$ cat src/shared/pcr_pkg.sv
/*
  Constants, field layout and types of the PHY management register slice.
  Assumes a 125 MHz core clock and clause-22 style MDIO framing.
*/
`default_nettype none
package pcr_pkg;
  // register addresses on the management bus
  localparam logic [4:0] REG_SPEED_CFG = 5'h14;
  localparam logic [4:0] REG_RX_ERR = 5'h15;
  localparam logic [4:0] REG_IND_ADDR = 5'h1e;
  localparam logic [4:0] REG_IND_DATA = 5'h1f;
  // extended space addresses
  localparam logic [15:0] EXT_TENBASE_PWR = 16'h200a;
  localparam logic [15:0] EXT_COMBO = 16'h4000;
  // reset values and writable masks
  localparam logic [15:0] SPEED_DOWNGRADE_CONFIG_RST = 16'h082c;
  localparam logic [15:0] SPEED_DOWNGRADE_CONFIG_WMASK = 16'h0ffe;
  localparam logic [15:0] PWR_RST = 16'hca02;
  localparam logic [15:0] COMBO_RST = 16'h0000;
  localparam logic [15:0] IND_RST = 16'h0000;
  // field positions
  localparam int LATCH_BIT = 11;
  localparam int FB_EN_BIT = 5;
  localparam int ATT_LSB = 2;
  localparam int ATT_W = 3;
  localparam int BYPASS_BIT = 1;
  localparam int IDLE_OFF_BIT = 10;
  localparam int LOOP_BIT = 11;
  localparam int LONG_BIT = 5;
  localparam int SRC_SEL_BIT = 4;
  localparam int WAKE_BIT = 2;
  localparam int RMII_BIT = 1;
  localparam int CLKDIR_BIT = 0;
  // speed fallback
  localparam logic FB_EN_RST = 1'b1;
  localparam logic [2:0] FB_ATT_RST = 3'h3;
  localparam logic [3:0] ATT_EXTRA = 4'h2;
  localparam int STABLE_TIME_MS = 2500;
  localparam int CLK_KHZ = 125000;
  localparam int unsigned STABLE_CYCLES = STABLE_TIME_MS * CLK_KHZ;
  // receive frame limits in bytes
  localparam logic [14:0] FRAME_LONG = 15'h4800;
  localparam logic [14:0] FRAME_SHORT = 15'h1200;
  // mdio framing
  localparam logic [5:0] PRE_ONES = 6'h20;
  localparam logic [5:0] HDR_LAST = 6'h0c;
  localparam logic [5:0] DATA_LAST = 6'h0f;
  localparam logic [1:0] OP_READ = 2'b10;
  localparam logic [1:0] OP_WRITE = 2'b01;
  typedef enum logic [1:0] {
    MODE_MII = 2'b00,
    MODE_RP_VARIANT_E = 2'b01,
    MODE_RP_VARIANT_TWO = 2'b10,
    MODE_RP_VARIANT_ONE = 2'b11
  } pcr_mac_mode_e;
endpackage
`default_nettype wire

$ cat src/design/pcr_regs.sv
/*
  Management register slice of a 10/100 PHY reached over MDIO: speed
  fallback config, receive error counter, indirect pair and the extended
  idle-power and combo control registers. Assumes mdc and mdio_i are
  sampled synchronously to clk, with mdc well below clk/4.
*/
// Behaviour
// - with the read-latch bit set a read shifts out a copy taken at its start.
// - speed fallback enable defaults on and takes effect at a software reset.
// - fallback happens after the attempt field plus two failures, applied at reset.
// - timer bypass makes any established link count as a success.
// - without bypass a link lost before 2.5 s counts as one more failure.
// - a 16-bit receive error count starts at zero, counts errors and clears on any write.
// - the error count stops at all ones instead of wrapping.
// - the data register at 0x1f reaches the extended register named at 0x1e.
// - in 10 Mbps with idle-off set the transmit DAC is off while nothing is sent.
// - the remote loopback bit turns line data back onto the line.
// - long-frame enable raises the receive frame limit from 4.5KB to 18KB.
// - in RMII the carrier pad follows receive-valid or combined carrier by a select.
// - wake detection runs only while its enable bit, default off, is set.
// - the clock-direction bit resets from a strap and marks interface clocks as inputs.
// - the reduced-pin and clock-direction pair decodes to one of four MAC modes.
// - the reduced-pin bit, default off, moves the MAC side from MII to RMII.
`timescale 1ns/100ps
`default_nettype none
module pcr_regs #(
  parameter int unsigned STABLE_CYCLES = pcr_pkg::STABLE_CYCLES,
  parameter int ERR_W = 16
) (
  input wire logic clk,
  input wire logic arst_n,
  input wire logic [4:0] phy_addr,
  input wire logic mdc,
  input wire logic mdio_i,
  output logic mdio_o,
  output logic mdio_oe,
  input wire logic soft_reset,
  input wire logic clk_dir_strap,
  input wire logic link_up,
  input wire logic an_fail,
  input wire logic rx_error,
  input wire logic speed_10,
  input wire logic tx_pending,
  input wire logic rx_dv_int,
  input wire logic crs_dv_int,
  output logic speed_downgraded,
  output logic [3:0] fallback_retry_count,
  output logic tx_dac_on,
  output logic remote_loopback_en,
  output logic rx_long_frame_en,
  output logic [14:0] rx_frame_limit,
  output logic crs_dv_pad,
  output logic wake_detect_en,
  output logic iface_clocks_are_inputs,
  output logic reduced_pin_en,
  output pcr_pkg::pcr_mac_mode_e mac_mode
);
  generate
    if (ERR_W != 16)
    begin : g_chk
      $error("error counter must fill one 16-bit register");
    end
  endgenerate

  typedef enum logic [1:0] {MD_PRE, MD_HDR, MD_TA, MD_DATA} pcr_mdio_e;

  // mdio frame state
  pcr_mdio_e md_st_r, md_st_nxt;
  logic [5:0] cnt_r, cnt_nxt;
  logic [12:0] hdr_r, hdr_nxt;
  logic [15:0] sh_r, sh_nxt;
  logic [15:0] cap_r, cap_nxt;
  logic latch_r, latch_nxt;
  logic is_rd_r, is_rd_nxt;
  logic mine_r, mine_nxt;
  logic md_o_r, md_o_nxt;
  logic md_oe_r, md_oe_nxt;
  logic mdc_q_r;
  logic mdc_rise;
  logic [4:0] regad;
  logic in_slice;
  logic [15:0] live;
  logic [15:0] src;
  logic [3:0] idx;
  logic wr_go;
  logic [15:0] wr_data;

  // register state
  logic [15:0] speed_downgrade_config_r, speed_downgrade_config_nxt;
  logic [15:0] ind_addr_r, ind_addr_nxt;
  logic [15:0] pwr_r, pwr_nxt;
  logic [15:0] combo_r, combo_nxt;
  logic strap_done_r, strap_done_nxt;
  logic [15:0] ext_val;
  logic [15:0] err_count;
  logic err_clr;

  // output state
  logic dac_on_r, dac_on_nxt;
  logic crs_pad_r, crs_pad_nxt;
  logic [14:0] limit_r, limit_nxt;

  assign mdc_rise = mdc && !mdc_q_r;
  assign regad = hdr_r[4:0];
  assign in_slice = regad == pcr_pkg::REG_SPEED_CFG || regad == pcr_pkg::REG_RX_ERR
    || regad == pcr_pkg::REG_IND_ADDR || regad == pcr_pkg::REG_IND_DATA;

  always_comb
  begin
    ext_val = 16'h0000;
    if (ind_addr_r == pcr_pkg::EXT_TENBASE_PWR)
      ext_val = pwr_r;
    else if (ind_addr_r == pcr_pkg::EXT_COMBO)
      ext_val = combo_r;
  end

  always_comb
  begin
    live = 16'h0000;
    unique case (regad)
      pcr_pkg::REG_SPEED_CFG: live = speed_downgrade_config_r & pcr_pkg::SPEED_DOWNGRADE_CONFIG_WMASK;
      pcr_pkg::REG_RX_ERR: live = err_count;
      pcr_pkg::REG_IND_ADDR: live = ind_addr_r;
      pcr_pkg::REG_IND_DATA: live = ext_val;
      default: live = 16'h0000;
    endcase
  end

  assign src = latch_r ? cap_r : live;
  assign idx = 4'(cnt_r) ^ 4'hf;
  assign wr_data = {sh_r[14:0], mdio_i};
  assign wr_go = mdc_rise && md_st_r == MD_DATA && cnt_r == pcr_pkg::DATA_LAST
    && !is_rd_r && mine_r;

  // mdio frame: preamble, header, turnaround, data
  always_comb
  begin
    md_st_nxt = md_st_r;
    cnt_nxt = cnt_r;
    hdr_nxt = hdr_r;
    sh_nxt = sh_r;
    cap_nxt = cap_r;
    latch_nxt = latch_r;
    is_rd_nxt = is_rd_r;
    mine_nxt = mine_r;
    md_o_nxt = md_o_r;
    md_oe_nxt = md_oe_r;
    if (mdc_rise)
    begin
      unique case (md_st_r)
        MD_PRE:
        begin
          if (mdio_i)
            cnt_nxt = (cnt_r == pcr_pkg::PRE_ONES) ? cnt_r : cnt_r + 6'h1;
          else
          begin
            md_st_nxt = (cnt_r == pcr_pkg::PRE_ONES) ? MD_HDR : MD_PRE;
            cnt_nxt = '0;
          end
        end
        MD_HDR:
        begin
          hdr_nxt = {hdr_r[11:0], mdio_i};
          cnt_nxt = cnt_r + 6'h1;
          if (cnt_r == pcr_pkg::HDR_LAST)
          begin
            md_st_nxt = MD_TA;
            cnt_nxt = '0;
          end
        end
        MD_TA:
        begin
          if (cnt_r == 6'h0)
          begin
            is_rd_nxt = hdr_r[11:10] == pcr_pkg::OP_READ;
            mine_nxt = hdr_r[12] && hdr_r[9:5] == phy_addr && in_slice;
            cnt_nxt = 6'h1;
            if (!hdr_r[12] || (hdr_r[11:10] != pcr_pkg::OP_READ
              && hdr_r[11:10] != pcr_pkg::OP_WRITE))
            begin
              md_st_nxt = MD_PRE;
              cnt_nxt = '0;
            end
            else if (mine_nxt && is_rd_nxt)
            begin
              cap_nxt = live;
              latch_nxt = speed_downgrade_config_r[pcr_pkg::LATCH_BIT];
              md_oe_nxt = 1'b1;
              md_o_nxt = 1'b0;
            end
          end
          else
          begin
            md_st_nxt = MD_DATA;
            cnt_nxt = '0;
            if (is_rd_r && mine_r)
              md_o_nxt = src[15];
          end
        end
        MD_DATA:
        begin
          sh_nxt = wr_data;
          if (cnt_r == pcr_pkg::DATA_LAST)
          begin
            md_st_nxt = MD_PRE;
            cnt_nxt = '0;
            md_oe_nxt = 1'b0;
            md_o_nxt = 1'b0;
          end
          else
          begin
            cnt_nxt = cnt_r + 6'h1;
            if (is_rd_r && mine_r)
              md_o_nxt = src[idx - 4'h1];
          end
        end
      endcase
    end
  end

  always_ff @(posedge clk or negedge arst_n)
  begin
    if (!arst_n)
    begin
      md_st_r <= MD_PRE;
      cnt_r <= '0;
      hdr_r <= '0;
      sh_r <= '0;
      cap_r <= '0;
      latch_r <= 1'b0;
      is_rd_r <= 1'b0;
      mine_r <= 1'b0;
      md_o_r <= 1'b0;
      md_oe_r <= 1'b0;
      mdc_q_r <= 1'b1;
    end
    else
    begin
      md_st_r <= md_st_nxt;
      cnt_r <= cnt_nxt;
      hdr_r <= hdr_nxt;
      sh_r <= sh_nxt;
      cap_r <= cap_nxt;
      latch_r <= latch_nxt;
      is_rd_r <= is_rd_nxt;
      mine_r <= mine_nxt;
      md_o_r <= md_o_nxt;
      md_oe_r <= md_oe_nxt;
      mdc_q_r <= mdc;
    end
  end

  assign mdio_o = md_o_r;
  assign mdio_oe = md_oe_r;

  // register writes and strap capture
  always_comb
  begin
    speed_downgrade_config_nxt = speed_downgrade_config_r;
    ind_addr_nxt = ind_addr_r;
    pwr_nxt = pwr_r;
    combo_nxt = combo_r;
    strap_done_nxt = 1'b1;
    if (!strap_done_r)
      combo_nxt[pcr_pkg::CLKDIR_BIT] = clk_dir_strap;
    if (wr_go)
    begin
      unique case (regad)
        pcr_pkg::REG_SPEED_CFG:
          speed_downgrade_config_nxt = (wr_data & pcr_pkg::SPEED_DOWNGRADE_CONFIG_WMASK)
            | (speed_downgrade_config_r & ~pcr_pkg::SPEED_DOWNGRADE_CONFIG_WMASK);
        pcr_pkg::REG_IND_ADDR: ind_addr_nxt = wr_data;
        pcr_pkg::REG_IND_DATA:
        begin
          if (ind_addr_r == pcr_pkg::EXT_TENBASE_PWR)
            pwr_nxt = wr_data;
          else if (ind_addr_r == pcr_pkg::EXT_COMBO)
            combo_nxt = wr_data;
        end
        default:
        begin
        end
      endcase
    end
  end

  assign err_clr = wr_go && regad == pcr_pkg::REG_RX_ERR;

  // registered pin-facing outputs
  always_comb
  begin
    dac_on_nxt = !(speed_10 && pwr_r[pcr_pkg::IDLE_OFF_BIT] && !tx_pending);
    crs_pad_nxt = crs_dv_int;
    if (combo_r[pcr_pkg::RMII_BIT] && combo_r[pcr_pkg::SRC_SEL_BIT])
      crs_pad_nxt = rx_dv_int;
    limit_nxt = combo_r[pcr_pkg::LONG_BIT] ? pcr_pkg::FRAME_LONG
      : pcr_pkg::FRAME_SHORT;
  end

  always_ff @(posedge clk or negedge arst_n)
  begin
    if (!arst_n)
    begin
      speed_downgrade_config_r <= pcr_pkg::SPEED_DOWNGRADE_CONFIG_RST;
      ind_addr_r <= pcr_pkg::IND_RST;
      pwr_r <= pcr_pkg::PWR_RST;
      combo_r <= pcr_pkg::COMBO_RST;
      strap_done_r <= 1'b0;
      dac_on_r <= 1'b1;
      crs_pad_r <= 1'b0;
      limit_r <= pcr_pkg::FRAME_SHORT;
    end
    else
    begin
      speed_downgrade_config_r <= speed_downgrade_config_nxt;
      ind_addr_r <= ind_addr_nxt;
      pwr_r <= pwr_nxt;
      combo_r <= combo_nxt;
      strap_done_r <= strap_done_nxt;
      dac_on_r <= dac_on_nxt;
      crs_pad_r <= crs_pad_nxt;
      limit_r <= limit_nxt;
    end
  end

  pcr_sat_counter #(
    .W(ERR_W)
  ) u_err_cnt (
    .clk(clk),
    .arst_n(arst_n),
    .inc(rx_error),
    .clr(err_clr),
    .count(err_count)
  );

  pcr_fallback_fsm #(
    .STABLE_CYCLES(STABLE_CYCLES),
    .TW(29)
  ) u_fallback (
    .clk(clk),
    .arst_n(arst_n),
    .soft_reset(soft_reset),
    .en_cfg(speed_downgrade_config_r[pcr_pkg::FB_EN_BIT]),
    .att_cfg(speed_downgrade_config_r[pcr_pkg::ATT_LSB +: pcr_pkg::ATT_W]),
    .bypass(speed_downgrade_config_r[pcr_pkg::BYPASS_BIT]),
    .link_up(link_up),
    .an_fail(an_fail),
    .downgraded(speed_downgraded),
    .retry_count(fallback_retry_count)
  );

  assign tx_dac_on = dac_on_r;
  assign crs_dv_pad = crs_pad_r;
  assign rx_frame_limit = limit_r;
  assign rx_long_frame_en = combo_r[pcr_pkg::LONG_BIT];
  assign remote_loopback_en = combo_r[pcr_pkg::LOOP_BIT];
  assign wake_detect_en = combo_r[pcr_pkg::WAKE_BIT];
  assign iface_clocks_are_inputs = combo_r[pcr_pkg::CLKDIR_BIT];
  assign reduced_pin_en = combo_r[pcr_pkg::RMII_BIT];
  assign mac_mode = pcr_pkg::pcr_mac_mode_e'({combo_r[pcr_pkg::RMII_BIT],
    combo_r[pcr_pkg::CLKDIR_BIT]});
endmodule
`default_nettype wire

$ cat src/design/pcr_sat_counter.sv
/*
  Saturating event counter with clear; a count in the clear cycle wins.
  Assumes a single-cycle increment pulse synchronous to clk.
*/
`timescale 1ns/100ps
`default_nettype none
module pcr_sat_counter #(
  parameter int W = 16
) (
  input wire logic clk,
  input wire logic arst_n,
  input wire logic inc,
  input wire logic clr,
  output logic [W-1:0] count
);
  generate
    if (W < 2)
    begin : g_chk
      $error("counter width too small");
    end
  endgenerate

  logic [W-1:0] cnt_r;
  logic [W-1:0] cnt_nxt;
  localparam logic [W-1:0] MAX = '1;

  always_comb
  begin
    cnt_nxt = cnt_r;
    if (clr)
      cnt_nxt = '0;
    if (inc)
    begin
      if (clr)
        cnt_nxt = W'(1);
      else if (cnt_r != MAX)
        cnt_nxt = cnt_r + W'(1);
      else
        cnt_nxt = MAX;
    end
  end

  always_ff @(posedge clk or negedge arst_n)
  begin
    if (!arst_n)
      cnt_r <= '0;
    else
      cnt_r <= cnt_nxt;
  end

  assign count = cnt_r;
endmodule
`default_nettype wire

$ cat src/design/pcr_fallback_fsm.sv
/*
  Speed fallback tracker: counts failed negotiation attempts and flags a
  downgrade. Assumes link_up is a level and an_fail a one-cycle pulse.
*/
`timescale 1ns/100ps
`default_nettype none
module pcr_fallback_fsm #(
  parameter int unsigned STABLE_CYCLES = pcr_pkg::STABLE_CYCLES,
  parameter int TW = 29
) (
  input wire logic clk,
  input wire logic arst_n,
  input wire logic soft_reset,
  input wire logic en_cfg,
  input wire logic [2:0] att_cfg,
  input wire logic bypass,
  input wire logic link_up,
  input wire logic an_fail,
  output logic downgraded,
  output logic [3:0] retry_count
);
  generate
    if (STABLE_CYCLES < 1 || TW > 31 || STABLE_CYCLES > (2 ** TW))
    begin : g_chk
      $error("stability timer does not fit");
    end
  endgenerate

  typedef enum logic [1:0] {FB_DOWN, FB_TIMING, FB_UP} pcr_fb_e;
  pcr_fb_e st_r, st_nxt;
  logic [TW-1:0] tmr_r, tmr_nxt;
  logic [3:0] cnt_r, cnt_nxt;
  logic dg_r, dg_nxt, en_r, en_nxt;
  logic [2:0] att_r, att_nxt;
  logic fail;
  logic [3:0] lim;

  assign lim = {1'b0, att_r} + pcr_pkg::ATT_EXTRA;

  always_comb
  begin
    st_nxt = st_r;
    tmr_nxt = tmr_r;
    cnt_nxt = cnt_r;
    dg_nxt = dg_r;
    en_nxt = en_r;
    att_nxt = att_r;
    fail = 1'b0;
    unique case (st_r)
      FB_DOWN:
      begin
        if (link_up && bypass)
        begin
          st_nxt = FB_UP;
          cnt_nxt = '0;
        end
        else if (link_up)
        begin
          st_nxt = FB_TIMING;
          tmr_nxt = '0;
        end
        else
          fail = an_fail;
      end
      FB_TIMING:
      begin
        if (link_up && (bypass || tmr_r == TW'(STABLE_CYCLES - 1)))
        begin
          st_nxt = FB_UP;
          cnt_nxt = '0;
        end
        else if (!link_up)
        begin
          st_nxt = FB_DOWN;
          fail = !bypass;
        end
        else
          tmr_nxt = tmr_r + TW'(1);
      end
      FB_UP:
      begin
        if (!link_up)
          st_nxt = FB_DOWN;
      end
    endcase
    if (fail)
    begin
      if (en_r && cnt_r + 4'h1 >= lim)
      begin
        dg_nxt = 1'b1;
        cnt_nxt = '0;
      end
      else
        cnt_nxt = cnt_r + 4'h1;
    end
    if (soft_reset)
    begin
      en_nxt = en_cfg;
      att_nxt = att_cfg;
      dg_nxt = 1'b0;
      cnt_nxt = '0;
      st_nxt = FB_DOWN;
    end
  end

  always_ff @(posedge clk or negedge arst_n)
  begin
    if (!arst_n)
    begin
      st_r <= FB_DOWN;
      tmr_r <= '0;
      cnt_r <= '0;
      dg_r <= 1'b0;
      en_r <= pcr_pkg::FB_EN_RST;
      att_r <= pcr_pkg::FB_ATT_RST;
    end
    else
    begin
      st_r <= st_nxt;
      tmr_r <= tmr_nxt;
      cnt_r <= cnt_nxt;
      dg_r <= dg_nxt;
      en_r <= en_nxt;
      att_r <= att_nxt;
    end
  end

  assign downgraded = dg_r;
  assign retry_count = cnt_r;
endmodule
`default_nettype wire

$ cat config.mk
export PLATFORM = sky130hd
export DESIGN_NAME = pcr_regs
export DESIGN_NICKNAME = d
export VERILOG_FILES = /design/src/shared/pcr_pkg.sv /design/src/design/pcr_regs.sv /design/src/design/pcr_sat_counter.sv /design/src/design/pcr_fallback_fsm.sv
export SDC_FILE = /design/constraint.sdc
export NUM_CORES = 1
export LEC_CHECK = 0
export BUFFER_PORTS_ARGS = -buffer_cell sky130_fd_sc_hd__buf_2
export CORE_AREA = 2 2 142 110
export CTS_BUF_LIST = sky130_fd_sc_hd__clkbuf_8
export DETAILED_ROUTE_END_ITERATION = 16
export DIE_AREA = 0 0 144 112
export PLACE_DENSITY = 0.82
export REMOVE_ABC_BUFFERS = 1
export SLEW_MARGIN = 20
export SYNTH_ARGS = -nofsm -noshare
export SYNTH_HDL_FRONTEND = slang
export SYNTH_SLANG_ARGS = --single-unit
$ cat constraint.sdc
create_clock -name clk -period 3.4 [get_ports clk]
set_clock_uncertainty 0.2 [all_clocks]
set_input_delay 0.17 -clock clk [delete_from_list [all_inputs] [get_ports clk]]
set_output_delay 0.17 -clock clk [all_outputs]
set_load 0.02 [all_outputs]
==> flow_metrics.py <==
metrics = {
    "drt": {
        "drt_wl_total_um": 20500,
        "wl_met2_um": 9020,
        "first_pass_iters": 5,
        "highest_layer": "met4",
        "wl_met3_um": 1530,
        "drc": 0,
        "vias_per_cell": 6.17,
        "wl_met1_um": 9660,
        "ant_nets": 0,
        "wl_per_cell_um": 18.0,
        "vias": 7027,
        "drtIter0Drc": 801,
    },
    "synthesis": {
        "syn_avg_cell_area_um2": 10.6,
        "synth_xor_area_share_pct": 3.13,
        "ys_seq_area_share_pct": 48.4,
        "synth_top_family_by_area": "simple AND/OR/NAND/NOR gates",
        "synth_ff_type": "dfrtp_1",
        "synth_top_area_share_pct": 44.1,
        "synth_adder_area_share_pct": 1.90,
        "synth_area_leader_cell": "dfrtp_1",
        "yosys_warnings": 0,
        "synthCells": 875,
        "synth_seq_cells": 178,
        "synth-edff-count": 0,
        "synth_area_um2": 9240,
        "synth_compound_gate_area_share_pct": 12.3,
        "synth_area_leaders": "dfrtp_1 (44%), mux2_2 (7.9%), dfstp_2 (4.3%)",
        "synth_async_sr_flop_share_pct": 100,
        "synthSimpleGateAreaFrac_pct": 17.6,
        "synth.area.mux_share_pct": 12.5,
        "synth_cell_types": 82,
    },
    "pwr": {
        "p_per_area_nw_per_um2": 509,
        "p_leak_nw": 4.75,
        "power_mw": 5.17,
        "ir_drop_mv": 0.259,
    },
    "global_routing": {
        "antenna_found_initial": 0,
        "grt_max_degree": 86,
        "track_usage_pct": 27.0,
        "grt_pass1_vias": 6679,
        "grt_pass1_wl_um": 34100,
        "grt-ovfl-total": 0,
    },
    "cts": {
        "clk_latency_ps": 480,
        "cts_buffer_depth": 2,
        "htree_levels": 4,
        "clk_pin_slew_ps": 100,
        "cts_tree": "done",
        "cts_root_buf": "clkbuf_8",
        "numCtsBuffers": 17,
        "numClockSinks": 178,
    },
    "cells_and_area": {
        "antenna_cells": 0,
        "nets": 953,
        "drive_gt1_share_pct": 20.4,
        "syn_to_final_growth_pct": 9.77,
        "final_cells": 1138,
        "utilization_pct": 68.6,
    },
    "floorplanning": {
        "rows": 39,
        "design.core.area_um2": 14800,
        "io_pins": 49,
        "die_y_um": 112,
        "die-width_um": 144,
        "start_util_pct": 62.5,
        "fp.dieArea_um2": 16100,
    },
    "timing": {
        "fmax_mhz": 319,
        "slew_headroom_pct": 46.3,
        "fin_crit_ps": 3130,
        "rsz0062_at_grt": "no",
        "hold_viol": 0,
        "worst_slew_pin_slew_ps": 805,
        "setup_viol": 0,
        "fin_tns_setup_ps": 0,
        "holdWs_ps": 127,
        "slew_viol_final": 0,
        "post-route-period-util_pct": 92.1,
    },
    "flow_run": {
        "cap_violations": 0,
    },
    "place": {
        "io_buffer_count": 37,
        "dp_cells": 1090,
        "dp.final_hpwl_um": 14300,
        "gp_congestion": 0.934,
    },
    "min_path": {
        "hold_path.class": "in2async",
    },
    "critical_path": {
        "required_ps": 3580,
        "cp_max_fo": 19,
        "cp-start-kind": "flip-flop",
        "endpoint_kind": "flip-flop",
        "timing.rr.start": "hdr_r[8]",
        "r2r_slack_ps": 270,
        "rr_endpoint": "cap_r[14]",
        "r2r_cells": 8,
        "critPathKind": "reg2reg",
        "critical_path_arrival_ps": 3310,
    },
    "status": {
        "outcome": "finished, final reports clean",
    },
}
==> synthesized netlist by cell type, types with 18 or more instances <==
cell and n:
nor3_1 25, nand4_1 18, inv_1 19, mux2_2 65
a21oi_1 40, xor2_1 24, mux2_1 28, buf_4 20
nor2_1 60, o21ai_0 52, dfrtp_1 163, nand3_1 31
nand2_1 68, clkbuf_1 20
==> cells by family (layout without fill, tap and decap cells) <==
kind of cell,after synthesis,after routing
AOI/OAI and AO/OA,176,176
xor gates and xnor gates,33,33
adders and majority gates,14,14
buffers and inverters,75,123
DFF,178,178
muxes,103,103
other,2,12
and+or+nand+nor,294,294
==> cells in the final DEF, fill, tap and decap left out, types with 10 or more instances in the layout <==
cell | synthesis | layout
nand4_1 | 18 | 18
buf_4 | 20 | 16
dfstp_2 | 15 | 15
nor3_1 | 25 | 25
conb_1 | 2 | 12
a21oi_1 | 40 | 40
nor2_1 | 60 | 60
inv_1 | 19 | 21
dfrtp_1 | 163 | 163
mux2_2 | 65 | 65
xor2_1 | 24 | 24
buf_2 | 11 | 36
ha_1 | 14 | 14
nand2_1 | 68 | 68
and3_1 | 10 | 10
nand3_1 | 31 | 31
dlygate4sd3_1 | 0 | 16
o21ai_0 | 52 | 52
mux2_1 | 28 | 28
a21o_1 | 15 | 15
clkbuf_8 | 0 | 19
==> critical path: stages (launching register included) <==
cell,delay (ps)
dfrtp_1,410
xnor2_1,150
nand3_1,90
dlygate4sd3_1,560
nor4_1,420
and4b_1,320
nand2_1,370
buf_4,330
a21o_1,190
==> routing by layer <==
metal,GRT usage (%),up-vias
met5,0,-
met4,7.45,0
met2,38.6,268
li1,-,3273
met1,40.7,3447
met3,7.31,39
==> layout make-up <==
cell class	instances	area (um^2)
Clock buffer	19	262
Tap cell	205	256
Clock inverter	12	110
Inverter	21	78.8
Multi-Input combinational cell	632	4450
Timing Repair Buffer	71	512
Sequential cell	178	4470
Fill cell	1088	4640
==> what timing repair did <==
item	in CTS	in global routing
endpoints found under the hold margin	100	0
resized for setup	0	1
setup endpoints to repair	0	1
hold buffers	16	0
setup buffers	0	1
==> report_power, final <==
group          internal (mW)  switching, mW
combinational          0.502          0.742
clock                  0.614          0.784
sequential              2.27          0.249
==> stage by stage <==
stage                     worst slack [ps]  area [um^2]
after floorplan                        136         8990
after global placement                 378         9600
after detailed placement               319         9600
after CTS                             48.9        10100
after global routing                  47.7        10100
final                                  269        10100
==> registers in the layout, summed over array words and instances (netlist names), 3 cells and up <==
name,cells
sh_r,15
cap_r,16
pwr_r,16
speed_downgrade_config_r,11
u_fallback.tmr_r,29
u_fallback.retry_count,4
ind_addr_r,16
cnt_r,6
u_err_cnt.count,16
hdr_r,13
u_fallback.att_r,3
combo_r,16
==> worst max-delay path by stage <==
stage,to,from
floorplan,mdio_o,hdr_r[1]
detailed placement,speed_downgrade_config_r[1],cnt_r[0]
global route,cap_r[8],hdr_r[7]
finish,cap_r[14],hdr_r[8]
global placement,speed_downgrade_config_r[9],cnt_r[0]
CTS,combo_r[0],cnt_r[0]
Note: power is estimated with default switching activity, not from simulation.
